==> src/verilog/dcev_pkg.sv <==
`default_nettype none
package dcev_pkg;
  // Register byte offsets
  localparam logic [7:0] OFF_INT_CTRL  = 8'h00;
  localparam logic [7:0] OFF_SRC_ADDR  = 8'h04;
  localparam logic [7:0] OFF_CFG       = 8'h08;
  localparam logic [7:0] OFF_STATUS    = 8'h0C;
  // Field positions in the interrupt control register
  localparam int FLAG_LSB = 0;
  localparam int EN_LSB   = 16;
  // Flag bit indices
  localparam int F_SRC_DONE = 7;
  localparam int F_SRC_HALF = 6;
  localparam int F_DST_DONE = 5;
  localparam int F_DST_HALF = 4;
  localparam int F_BLOCK    = 3;
  localparam int F_CELL     = 2;
  localparam int F_ABORT    = 1;
  localparam int F_ADDR_ERR = 0;
  // Config register fields
  localparam int CFG_AIRQ_LSB   = 8;
  localparam int CFG_ABORT_EN   = 0;
  localparam int CFG_PAT_EN     = 1;
  localparam int CFG_CHAN_ON    = 2;
  // Reset values
  localparam logic [7:0]  RST_FLAGS    = 8'h00;
  localparam logic [7:0]  RST_ENABLES  = 8'h00;
  localparam logic [31:0] RST_SRC_ADDR = 32'h0000_0000;
  localparam logic [7:0]  RST_AIRQ     = 8'hFF;
  localparam logic [1:0]  RESP_OKAY    = 2'h0;
  localparam logic [1:0]  RESP_SLVERR  = 2'h2;

  // Events from the channel engine, one cycle pulses or levels
  typedef struct packed {
    logic [15:0] src_pointer;
    logic [15:0] src_size;
    logic [15:0] dst_pointer;
    logic [15:0] dst_size;
    logic        cell_done;
    logic        block_bytes_done;
    logic        pattern_match;
    logic        irq_valid;
    logic [7:0]  irq_number;
    logic        addr_err;
  } dcev_engine_t;
endpackage
`default_nettype wire

==> src/verilog/dcev_edge.sv <==
`default_nettype none
// Rising-edge detector: pulses once when a condition becomes true
module dcev_edge (
  input  wire logic aclk,
  input  wire logic aresetn,
  input  wire logic cond,
  output logic      rise
);
  logic prev;
  logic next_prev;

  // Remember last value
  always_comb begin
    next_prev = cond;
  end

  always_ff @(posedge aclk) begin
    if (!aresetn) begin
      // Start high so a condition already true at release gives no pulse
      prev <= 1'b1;
    end else begin
      prev <= next_prev;
    end
  end

  assign rise = cond & ~prev;
endmodule
`default_nettype wire

==> src/verilog/dcev_top.sv <==
// Our own choices: register access over AXI4-Lite and the register offsets.
`default_nettype none
// Notes on behaviour
// - Enable bits 23..16: src done, src half, dst done, dst half, block, cell, abort, error.
// - Source done flag bit 7 sets when source pointer reaches source size.
// - Source half flag bit 6 sets when source pointer equals half source size.
// - Destination done flag bit 5 sets when destination pointer reaches its size.
// - Destination half flag bit 4 sets at half the destination size.
// - Block flag bit 3 sets on larger size transferred or pattern match.
// - Cell flag bit 2 sets each time a cell of bytes completes.
// - Abort flag bit 1 sets when matching abort interrupt aborts the transfer.
// - Address error flag bit 0 sets on invalid source or destination address.
// - Bits 31..24 and 15..8 of interrupt control read zero, ignore writes.
// - Source start address is a full 32-bit read/write register, resets zero.
// - Matched abort number with abort matching enabled aborts the transfer.
// - Pattern match with pattern abort enabled aborts and clears channel on.
module dcev_top (
  input  wire logic                  aclk,
  input  wire logic                  aresetn,
  input  wire logic [7:0]            s_axi_awaddr,
  input  wire logic                  s_axi_awvalid,
  output logic                       s_axi_awready,
  input  wire logic [31:0]           s_axi_wdata,
  input  wire logic [3:0]            s_axi_wstrb,
  input  wire logic                  s_axi_wvalid,
  output logic                       s_axi_wready,
  output logic [1:0]                 s_axi_bresp,
  output logic                       s_axi_bvalid,
  input  wire logic                  s_axi_bready,
  input  wire logic [7:0]            s_axi_araddr,
  input  wire logic                  s_axi_arvalid,
  output logic                       s_axi_arready,
  output logic [31:0]                s_axi_rdata,
  output logic [1:0]                 s_axi_rresp,
  output logic                       s_axi_rvalid,
  input  wire logic                  s_axi_rready,
  input  wire dcev_pkg::dcev_engine_t engine,
  output logic                       abort_req,
  output logic                       channel_on,
  output logic                       irq,
  output logic [31:0]                src_start_addr
);
  // Register state
  logic [7:0]  flags;
  logic [7:0]  enables;
  logic [7:0]  abort_irq_number;
  logic        abort_irq_en;
  logic        pattern_abort_en;
  logic [31:0] next_src_start_addr;
  logic [7:0]  next_flags;
  logic [7:0]  next_enables;
  logic [7:0]  next_abort_irq_number;
  logic        next_abort_irq_en;
  logic        next_pattern_abort_en;
  logic        next_channel_on;
  logic        next_abort_req;
  logic        next_irq;

  // Bus handshake state
  logic        aw_held;
  logic        w_held;
  logic [7:0]  aw_addr;
  logic [31:0] w_data;
  logic [3:0]  w_strb;
  logic        next_aw_held;
  logic        next_w_held;
  logic [7:0]  next_aw_addr;
  logic [31:0] next_w_data;
  logic [3:0]  next_w_strb;
  logic        next_bvalid;
  logic [1:0]  next_bresp;
  logic        next_rvalid;
  logic [31:0] next_rdata;
  logic [1:0]  next_rresp;
  logic        wr_fire;
  logic        rd_fire;

  // Event conditions, edge detector outputs and hardware set terms
  logic [3:0]  ptr_cond;
  logic [3:0]  ptr_rise;
  logic        abort_hit;
  logic        pat_hit;
  logic [7:0]  hw_set;

  // Pointer comparisons, one pulse as the pointer arrives
  always_comb begin
    ptr_cond[3] = engine.src_pointer == engine.src_size;
    ptr_cond[2] = engine.src_pointer == {1'b0, engine.src_size[15:1]};
    ptr_cond[1] = engine.dst_pointer == engine.dst_size;
    ptr_cond[0] = engine.dst_pointer == {1'b0, engine.dst_size[15:1]};
  end

  genvar gi;
  generate
    for (gi = 0; gi < 4; gi++) begin : g_edge
      dcev_edge u_edge (
        .aclk    (aclk),
        .aresetn (aresetn),
        .cond    (ptr_cond[gi]),
        .rise    (ptr_rise[gi])
      );
    end
  endgenerate

  // Hardware set terms for each flag
  always_comb begin
    abort_hit = engine.irq_valid && abort_irq_en &&
                (engine.irq_number == abort_irq_number);
    pat_hit   = engine.pattern_match;
    hw_set    = 8'h00;
    hw_set[dcev_pkg::F_SRC_DONE] = ptr_rise[3];
    hw_set[dcev_pkg::F_SRC_HALF] = ptr_rise[2];
    hw_set[dcev_pkg::F_DST_DONE] = ptr_rise[1];
    hw_set[dcev_pkg::F_DST_HALF] = ptr_rise[0];
    hw_set[dcev_pkg::F_BLOCK]    = engine.block_bytes_done | pat_hit;
    hw_set[dcev_pkg::F_CELL]     = engine.cell_done;
    hw_set[dcev_pkg::F_ABORT]    = abort_hit;
    hw_set[dcev_pkg::F_ADDR_ERR] = engine.addr_err;
  end

  assign wr_fire = aw_held && w_held && !s_axi_bvalid;
  assign rd_fire = s_axi_arvalid && s_axi_arready;

  // Write path: capture address and data in either order, then commit
  always_comb begin
    next_aw_held = aw_held;
    next_w_held  = w_held;
    next_aw_addr = aw_addr;
    next_w_data  = w_data;
    next_w_strb  = w_strb;
    next_bvalid  = s_axi_bvalid;
    next_bresp   = s_axi_bresp;
    if (s_axi_awvalid && s_axi_awready) begin
      next_aw_held = 1'b1;
      next_aw_addr = s_axi_awaddr;
    end
    if (s_axi_wvalid && s_axi_wready) begin
      next_w_held = 1'b1;
      next_w_data = s_axi_wdata;
      next_w_strb = s_axi_wstrb;
    end
    if (s_axi_bvalid && s_axi_bready) begin
      next_bvalid = 1'b0;
    end
    if (wr_fire) begin
      next_aw_held = 1'b0;
      next_w_held  = 1'b0;
      next_bvalid  = 1'b1;
      unique case (aw_addr)
        dcev_pkg::OFF_INT_CTRL, dcev_pkg::OFF_SRC_ADDR,
        dcev_pkg::OFF_CFG, dcev_pkg::OFF_STATUS: next_bresp = dcev_pkg::RESP_OKAY;
        default: next_bresp = dcev_pkg::RESP_SLVERR;
      endcase
    end
  end

  // Register updates; hardware set wins over a software clear
  always_comb begin
    next_flags            = flags;
    next_enables          = enables;
    next_src_start_addr   = src_start_addr;
    next_abort_irq_number = abort_irq_number;
    next_abort_irq_en     = abort_irq_en;
    next_pattern_abort_en = pattern_abort_en;
    next_channel_on       = channel_on;
    if (wr_fire) begin
      unique case (aw_addr)
        dcev_pkg::OFF_INT_CTRL: begin
          if (w_strb[0]) begin
            next_flags = w_data[dcev_pkg::FLAG_LSB +: 8];
          end
          if (w_strb[2]) begin
            next_enables = w_data[dcev_pkg::EN_LSB +: 8];
          end
        end
        dcev_pkg::OFF_SRC_ADDR: begin
          for (int b = 0; b < 4; b++) begin
            if (w_strb[b]) begin
              next_src_start_addr[8*b +: 8] = w_data[8*b +: 8];
            end
          end
        end
        dcev_pkg::OFF_CFG: begin
          if (w_strb[0]) begin
            next_abort_irq_en     = w_data[dcev_pkg::CFG_ABORT_EN];
            next_pattern_abort_en = w_data[dcev_pkg::CFG_PAT_EN];
            next_channel_on       = w_data[dcev_pkg::CFG_CHAN_ON];
          end
          if (w_strb[1]) begin
            next_abort_irq_number = w_data[dcev_pkg::CFG_AIRQ_LSB +: 8];
          end
        end
        default: begin
        end
      endcase
    end
    next_flags = next_flags | hw_set;
    if (pattern_abort_en && pat_hit) begin
      next_channel_on = 1'b0;
    end
    next_abort_req = abort_hit | (pattern_abort_en & pat_hit);
    next_irq       = |(next_flags & next_enables);
  end

  // Read path
  always_comb begin
    next_rvalid = s_axi_rvalid;
    next_rdata  = s_axi_rdata;
    next_rresp  = s_axi_rresp;
    if (s_axi_rvalid && s_axi_rready) begin
      next_rvalid = 1'b0;
    end
    if (rd_fire) begin
      next_rvalid = 1'b1;
      next_rresp  = dcev_pkg::RESP_OKAY;
      unique case (s_axi_araddr)
        dcev_pkg::OFF_INT_CTRL: next_rdata = {8'h00, enables, 8'h00, flags};
        dcev_pkg::OFF_SRC_ADDR: next_rdata = src_start_addr;
        dcev_pkg::OFF_CFG: next_rdata = {16'h0000, abort_irq_number, 5'h00,
                                         channel_on, pattern_abort_en, abort_irq_en};
        dcev_pkg::OFF_STATUS: next_rdata = {29'h0000_0000, abort_req, irq, channel_on};
        default: begin
          next_rdata = 32'h0000_0000;
          next_rresp = dcev_pkg::RESP_SLVERR;
        end
      endcase
    end
  end

  // All state registers
  always_ff @(posedge aclk) begin
    if (!aresetn) begin
      flags            <= dcev_pkg::RST_FLAGS;
      enables          <= dcev_pkg::RST_ENABLES;
      src_start_addr   <= dcev_pkg::RST_SRC_ADDR;
      abort_irq_number <= dcev_pkg::RST_AIRQ;
      abort_irq_en     <= 1'b0;
      pattern_abort_en <= 1'b0;
      channel_on       <= 1'b0;
      abort_req        <= 1'b0;
      irq              <= 1'b0;
      aw_held          <= 1'b0;
      w_held           <= 1'b0;
      aw_addr          <= 8'h00;
      w_data           <= 32'h0000_0000;
      w_strb           <= 4'h0;
      s_axi_bvalid     <= 1'b0;
      s_axi_bresp      <= dcev_pkg::RESP_OKAY;
      s_axi_rvalid     <= 1'b0;
      s_axi_rdata      <= 32'h0000_0000;
      s_axi_rresp      <= dcev_pkg::RESP_OKAY;
      s_axi_awready    <= 1'b0;
      s_axi_wready     <= 1'b0;
      s_axi_arready    <= 1'b0;
    end else begin
      flags            <= next_flags;
      enables          <= next_enables;
      src_start_addr   <= next_src_start_addr;
      abort_irq_number <= next_abort_irq_number;
      abort_irq_en     <= next_abort_irq_en;
      pattern_abort_en <= next_pattern_abort_en;
      channel_on       <= next_channel_on;
      abort_req        <= next_abort_req;
      irq              <= next_irq;
      aw_held          <= next_aw_held;
      w_held           <= next_w_held;
      aw_addr          <= next_aw_addr;
      w_data           <= next_w_data;
      w_strb           <= next_w_strb;
      s_axi_bvalid     <= next_bvalid;
      s_axi_bresp      <= next_bresp;
      s_axi_rvalid     <= next_rvalid;
      s_axi_rdata      <= next_rdata;
      s_axi_rresp      <= next_rresp;
      // Ready only while the slot is free
      s_axi_awready    <= !next_aw_held && !(s_axi_awvalid && s_axi_awready);
      s_axi_wready     <= !next_w_held && !(s_axi_wvalid && s_axi_wready);
      s_axi_arready    <= !next_rvalid && !rd_fire;
    end
  end

  // Checks
  src_done_set_a: assert property (@(posedge aclk) disable iff (!aresetn)
    ptr_rise[3] |=> flags[dcev_pkg::F_SRC_DONE])
    else $error("source done flag not set");
  src_half_set_a: assert property (@(posedge aclk) disable iff (!aresetn)
    ptr_rise[2] |=> flags[dcev_pkg::F_SRC_HALF])
    else $error("source half flag not set");
  dst_done_set_a: assert property (@(posedge aclk) disable iff (!aresetn)
    ptr_rise[1] |=> flags[dcev_pkg::F_DST_DONE])
    else $error("destination done flag not set");
  dst_half_set_a: assert property (@(posedge aclk) disable iff (!aresetn)
    ptr_rise[0] |=> flags[dcev_pkg::F_DST_HALF])
    else $error("destination half flag not set");
  block_set_a: assert property (@(posedge aclk) disable iff (!aresetn)
    (engine.block_bytes_done || engine.pattern_match) |=> flags[dcev_pkg::F_BLOCK])
    else $error("block flag not set");
  cell_set_a: assert property (@(posedge aclk) disable iff (!aresetn)
    engine.cell_done |=> flags[dcev_pkg::F_CELL])
    else $error("cell flag not set");
  abort_set_a: assert property (@(posedge aclk) disable iff (!aresetn)
    abort_hit |=> flags[dcev_pkg::F_ABORT] && abort_req)
    else $error("abort not taken");
  addr_err_set_a: assert property (@(posedge aclk) disable iff (!aresetn)
    engine.addr_err |=> flags[dcev_pkg::F_ADDR_ERR])
    else $error("address error flag not set");
  pat_abort_a: assert property (@(posedge aclk) disable iff (!aresetn)
    (pattern_abort_en && engine.pattern_match) |=> !channel_on && abort_req)
    else $error("pattern abort failed");
  irq_level_a: assert property (@(posedge aclk) disable iff (!aresetn)
    irq == |(flags & enables))
    else $error("interrupt request mismatch");
  flag_sticky_a: assert property (@(posedge aclk) disable iff (!aresetn)
    (!wr_fire && $past(aresetn)) |=> (flags & $past(flags)) == $past(flags))
    else $error("flag lost without a write");
  set_wins_a: assert property (@(posedge aclk) disable iff (!aresetn)
    (wr_fire && hw_set != 8'h00) |=> (flags & $past(hw_set)) == $past(hw_set))
    else $error("hardware set lost to a write");
  int_read_zero_a: assert property (@(posedge aclk) disable iff (!aresetn)
    (rd_fire && s_axi_araddr == dcev_pkg::OFF_INT_CTRL) |=>
      s_axi_rdata[31:24] == 8'h00 && s_axi_rdata[15:8] == 8'h00)
    else $error("unimplemented bits read nonzero");
endmodule
`default_nettype wire

==> config.mk <==
export PLATFORM = sky130hd
export DESIGN_NAME = dcev_top
export DESIGN_NICKNAME = d
export VERILOG_FILES = /design/src/verilog/dcev_pkg.sv /design/src/verilog/dcev_edge.sv /design/src/verilog/dcev_top.sv
export SDC_FILE = /design/constraint.sdc
export NUM_CORES = 1
export LEC_CHECK = 0
export BUFFER_PORTS_ARGS = -buffer_cell sky130_fd_sc_hd__buf_2
export CAP_MARGIN = 20
export CORE_MARGIN = 2
export CORE_UTILIZATION = 51
export DETAILED_ROUTE_END_ITERATION = 16
export GPL_TIMING_DRIVEN = 0
export PLACE_DENSITY = 0.8
export SETUP_SLACK_MARGIN = 0.1
export SLEW_MARGIN = 20
export SYNTH_ARGS = -nofsm -noshare
export SYNTH_HDL_FRONTEND = slang
export SYNTH_HIERARCHICAL = 1
export SYNTH_SLANG_ARGS = --single-unit
==> constraint.sdc <==
create_clock -name aclk -period 2.6 [get_ports aclk]
set_input_delay 0.13 -clock aclk [delete_from_list [all_inputs] [get_ports aclk]]
set_output_delay 0.13 -clock aclk [all_outputs]
set_load 0.05 [all_outputs]
## Word level (Yosys, flattened, before mapping)

Cells that the tools add are included.

- Bits in registers: 152
- Logic and storage cells: 104
- Output and inout bits: 76

- Bitwise logic cells: 14
- Eq/ne operators: 11
- Reductions and logical operators: 33
- Mux-type cells: 17

Operators with widths:

| cell | number |
|---|---|
| case mux 32 bit (4 select lines) | 1 |
| 2-to-1 mux 8 bit | 6 |
| == test 16 x 15 -> 1 bit | 2 |
| == test 16 bit | 2 |
| == test 8 x 4 -> 1 bit, second input constant | 4 |
| AND reduction 3 bit | 6 |
| == test 8 x 3 -> 1 bit, second input constant | 2 |
| logical NOT 8 bit | 2 |
| logical AND 1 bit | 13 |
| bitwise AND 8 bit | 1 |
| == test 8 bit | 1 |
| 2-to-1 mux 1 bit | 8 |
| bitwise OR 8 bit | 1 |
| OR reduction 4 bit | 2 |
| OR reduction 8 bit | 1 |
| logical NOT 1 bit | 7 |
| bitwise AND 1 bit | 5 |
| NOT 1 bit | 5 |
| 2-to-1 mux 2 bit | 2 |
| bitwise OR 1 bit | 2 |
| nonzero test 2 bit | 1 |
| OR reduction 2 bit | 1 |

## Logic depth before layout (Yosys ltp)

- Word-level depth: 6
- Depth in mapped cells: 8
- Gate-level depth less buffers: 8

## Modules after synthesis

Netlist, hierarchy kept.

By module, submodules not included:

| module | cells each | area each (um2) | times used | seq. area each (um2) |
|---|---|---|---|---|
| dcev_top | 763 | 6,343.6 | 1 | 2,922.8 |
| dcev_edge | 3 | 40.0 | 4 | 20.0 |

## Worst setup path before layout

OpenSTA, ideal clock, no wires.

- Kind: register -> register
- Start point: register s_axi_bvalid
- End point: register irq
- Clock period less this slack: 2.420 ns
- Library setup time: 0.125 ns
- Data arrival time: 2.295 ns
- Cell stages (with the launch flop): 7
- Path slack: 0.180 ns
- Path buffers: 0
- Path through: dfxtp_1 and3b_1 nand4_4 mux2i_1 a211oi_1 or4_1 o41a_1

- Cells in the longest elaborated chain, start to end: 6

Ends and longest elaborated chain:

| element | RTL line | source |
|---|---|---|
| from (decl) | dcev_top.sv:28 | `output logic s_axi_bvalid,` |
| from (signal assigned) | dcev_top.sv:270 | `s_axi_bvalid <= next_bvalid;` |
| logical NOT 1 bit (*) | dcev_top.sv:121 | `assign wr_fire = aw_held && w_held && !s_axi_bvalid;` |
| logical AND 1 bit (*) | dcev_top.sv:121 |  |
| 2-to-1 mux 8 bit | dcev_top.sv:166 | `if (wr_fire) begin` |
| bitwise OR 8 bit | dcev_top.sv:197 | `next_flags = next_flags \| hw_set;` |
| bitwise AND 8 bit (*) | dcev_top.sv:202 | `next_irq = \|(next_flags & next_enables);` |
| OR reduction 8 bit (*) | dcev_top.sv:202 |  |
| to (signal assigned) | dcev_top.sv:264 | `irq <= next_irq;` |
| to (decl) | dcev_top.sv:40 | `output logic irq,` |

Every way passes the cells marked *; elsewhere a longest branch is shown, timed or not.
A chain may end at the register's enable or synchronous reset.

## Worst setup path in the final report

- Start point: register aw_addr[7]
- End point: register irq

- Cells in the longest elaborated chain, start to end: 6

Ends and longest elaborated chain:

| element | RTL line | source |
|---|---|---|
| from (decl) | dcev_top.sv:62 | `logic [7:0] aw_addr;` |
| from (signal assigned) | dcev_top.sv:267 | `aw_addr <= next_aw_addr;` |
| logical NOT 8 bit (*) | dcev_top.sv:167 | `unique case (aw_addr)` |
| 2-to-1 mux 8 bit | dcev_top.sv:167 |  |
| 2-to-1 mux 8 bit | dcev_top.sv:166 |  |
| bitwise OR 8 bit | dcev_top.sv:197 |  |
| bitwise AND 8 bit (*) | dcev_top.sv:202 |  |
| OR reduction 8 bit (*) | dcev_top.sv:202 |  |

Marks and branches as above.

==> results.sh <==
export IMPL_worst_pin_slew_ps=737
export IMPL_clk_pin_slew_ps=60
export IMPL_grt_overflow=0
export IMPL_drc=0
export IMPL_synth_cells=775
export IMPL_finalSetupTns_ps=0
export IMPL_ys_ff_latch=150
export IMPL_synth_cell_type_count=39
export IMPL_whs_ps=16.2
export IMPL_synth_area_top_cells="dfxtp_1, nand2_1, xnor2_1"
export IMPL_yosys_warnings=6
export IMPL_grt_pass1_wl_mm=30.5
export IMPL_vdd_drop_max_uv=480
export IMPL_fillers=987
export IMPL_path_class="flip-flop to flip-flop"
export IMPL_initial_core_util_pct=52.0
export IMPL_nets=1187
export IMPL_layout_min_cycle_time_ps=2470
export IMPL_hold_viol=0
export IMPL_dp_hpwl_mm=14.5
export IMPL_layout_drive_gt1_share_pct=24.2
export IMPL_critPathArrivalTime_ps=2770
export IMPL_synth_edf_count=0
export IMPL_synthArstFlopShare_pct=0
export IMPL_io_pins=212
export IMPL_vias_per_cell=5.40
export IMPL_die_width_um=117
export IMPL_antenna_cells=0
export IMPL_die_h_um=117
export IMPL_syn_to_final_growth_pct=36.4
export IMPL_final_setup_skew_ps=5.71
export IMPL_htreeDepth=4
export IMPL_p_leak_uw=0.00371
export IMPL_fmax_mhz=404
export IMPL_gp_congestion=0.888
export IMPL_ff_latch_area_mm2=0.00300
export IMPL_avgRoutedWirePerCell_um=16.4
export IMPL_max_cap_violations=0
export IMPL_min_period_over_period_pct=95.1
export IMPL_clock_sinks=150
export IMPL_cts_buffers=17
export IMPL_crit_path_max_fanout=10
export IMPL_ys_flop_type="dfxtp_1"
export IMPL_antenna_found_initial=0
export IMPL_core_mm2=0.0125
export IMPL_hp_class="input port to flip-flop"
export IMPL_yosys_top_cells_count="nand2_1, dfxtp_1, a21oi_1, xnor2_1, nand3_1"
export IMPL_synth_area_leader_cell="dfxtp_1"
export IMPL_vias=6667
export IMPL_first_iter_violations=580
export IMPL_final_max_slew_viol_count=0
export IMPL_synth_top_area_share_pct=46.2
export IMPL_outcome="finished clean"
export IMPL_yosysMostFrequentCell="nand2_1"
export IMPL_grt_use_total_pct=29.2
export IMPL_drt_total_wl_mm=20.2
export IMPL_rows=41
export IMPL_ant_nets=0
export IMPL_cts_tree="yes"
export IMPL_clk_latency_ps=420
export IMPL_synth_area_mm2=0.00650
export IMPL_syn_avg_cell_area_um2=8.39
export IMPL_port_buffers=207
export IMPL_setup_violations=0
export IMPL_rsz0062_at_grt="true"
export IMPL_p_per_area_mw_per_mm2=617
export IMPL_cts_buffer_depth=2
export IMPL_cts_root_buf="clkbuf_16"
export IMPL_multi_input_area_mm2=0.00332
export IMPL_drt_first_pass_iters=5
export IMPL_cp_start_kind="flip-flop"
export IMPL_slew_headroom_pct=50.8
export IMPL_dieArea_mm2=0.0137
export IMPL_synth_seq_area_share_pct=46.2
export IMPL_grt_pass1_vias=6163
export IMPL_critPathRequiredTime_ps=2900
export IMPL_grt_max_degree=17
export IMPL_cp_end_kind="flip-flop"
export IMPL_power_uw=5480
[cells by family (layout without fill, tap and decap cells)]
kind of cell,count (synthesis),after routing,synth area share [%]
AO/OA/AOI/OAI,154,154,13.2
XOR/XNOR,70,70,9.43
buffers and inverters,49,336,2.96
flip-flops,150,150,46.2
multiplexers,27,27,4.21
other,1,2,0.0577
AND/OR/NAND/NOR,324,324,24.0
[per-stage QoR]
stage	cell area [µm²]	setup WS (ps)	instances	util (%)
5_1_grt	8870	14.6	1235	70.9
3_5_place_dp	7760	127	1155	62.0
2_1_floorplan	6510	180	776	-
4_1_cts	8870	118	1235	70.8
6_report	8870	126	1235	70.9
3_3_place_gp	7760	144	1155	62.0
[sequential cells by signal, indices dropped and copies added, names as in the netlist, 4 cells and up]
| register | flops |
|---|---|
| abort_irq_number | 8 |
| aw_addr | 8 |
| enables | 8 |
| flags | 8 |
| g_edge.u_edge/prev | 4 |
| s_axi_rdata | 32 |
| src_start_addr | 32 |
| w_data | 32 |
| w_strb | 4 |
[timing repair]
| item | CTS | global route |
|---|---|---|
| resized for setup | 1 | 5 |
| pin swaps | 1 | 0 |
| setup endpoints to repair | 1 | 8 |
| hold buffers | 47 | 0 |
| setup buffers | 2 | 0 |
| hold endpoints to repair | 50 | 0 |
| cloned | 0 | 0 |
[cell usage in the layout, fill, tap and decap left out, types with 2 or more instances in the layout]
cell           Yosys  final
nor2_1            28     28
a211oi_1           8      8
mux2i_1           24     23
dfxtp_1          150    150
nor4_1             6      6
nand4_1           16     16
clkbuf_2           0      2
nor2b_4            4      4
nand3_1           44     44
buf_4              2      4
clkinvlp_4         0      2
or4_1              3      3
bufinv_16          0      3
o21ai_0           28     28
nor3_1             4      3
nor3b_1            3      3
clkbuf_1          42     41
buf_2              1    208
clkinv_2           0      3
and3b_1            2      2
buf_1              3      3
conb_1             1      2
dlygate4sd3_1      0     47
mux2_1             3      3
a21oi_1           94     94
a22oi_1           21     21
clkbuf_16          0     17
xnor2_1           61     61
nand2_1          171    171
xor2_1             9      9
nand4b_1           2      2
clkbuf_8           0      5
nand2b_1           6      6
and2_1            27     27
[path summary, 6_finish.rpt]
kind / start / slack, ps / cells after the start / endpoint
worst min-delay path: s_axi_rready / 20 / 3 / s_axi_rvalid
worst max register to register: aw_addr[7] / 130 / 7 / irq
worst min register to register: s_axi_rdata[27] / 460 / 2 / s_axi_rdata[27]
worst max-delay path: aw_addr[7] / 130 / 7 / irq
[area by class of cell]
| class | count | share of cell area (%) |
|---|---|---|
| clock inverters | 8 | 1.35 |
| repair buffers | 256 | 17.1 |
| well taps | 172 | 2.43 |
| flip-flops and latches | 150 | 33.8 |
| clock buffers | 23 | 5.61 |
| multi-input cells | 577 | 37.4 |
| inverters | 1 | 0.0423 |
| plain buffers | 48 | 2.16 |
[where the power goes]
group | leakage [µW] | switching (µW) | internal, µW | total (µW)
Combinational | 0.00219 | 297 | 247 | 544
Clock | 0.000301 | 919 | 1630 | 2550
Sequential | 0.00122 | 39.9 | 2350 | 2390
[worst max-delay path, stage by stage (launching register included)]
cell,delay (ps)
dfxtp_1,330
nor4_4,390
nand4_2,290
buf_2,280
mux2_1,340
nor2_1,150
o22ai_1,140
o41a_1,440
[per-layer routing]
layer | track usage, % | vias up | part of all wire, %
li1 | - | 3203 | -
met1 | 36.1 | 3034 | 41
met2 | 50.6 | 370 | 48
met3 | 5.97 | 60 | 8.1
met4 | 10.7 | 0 | 3.1
met5 | 0 | - | 0
Power figures use the tool's default switching activity.
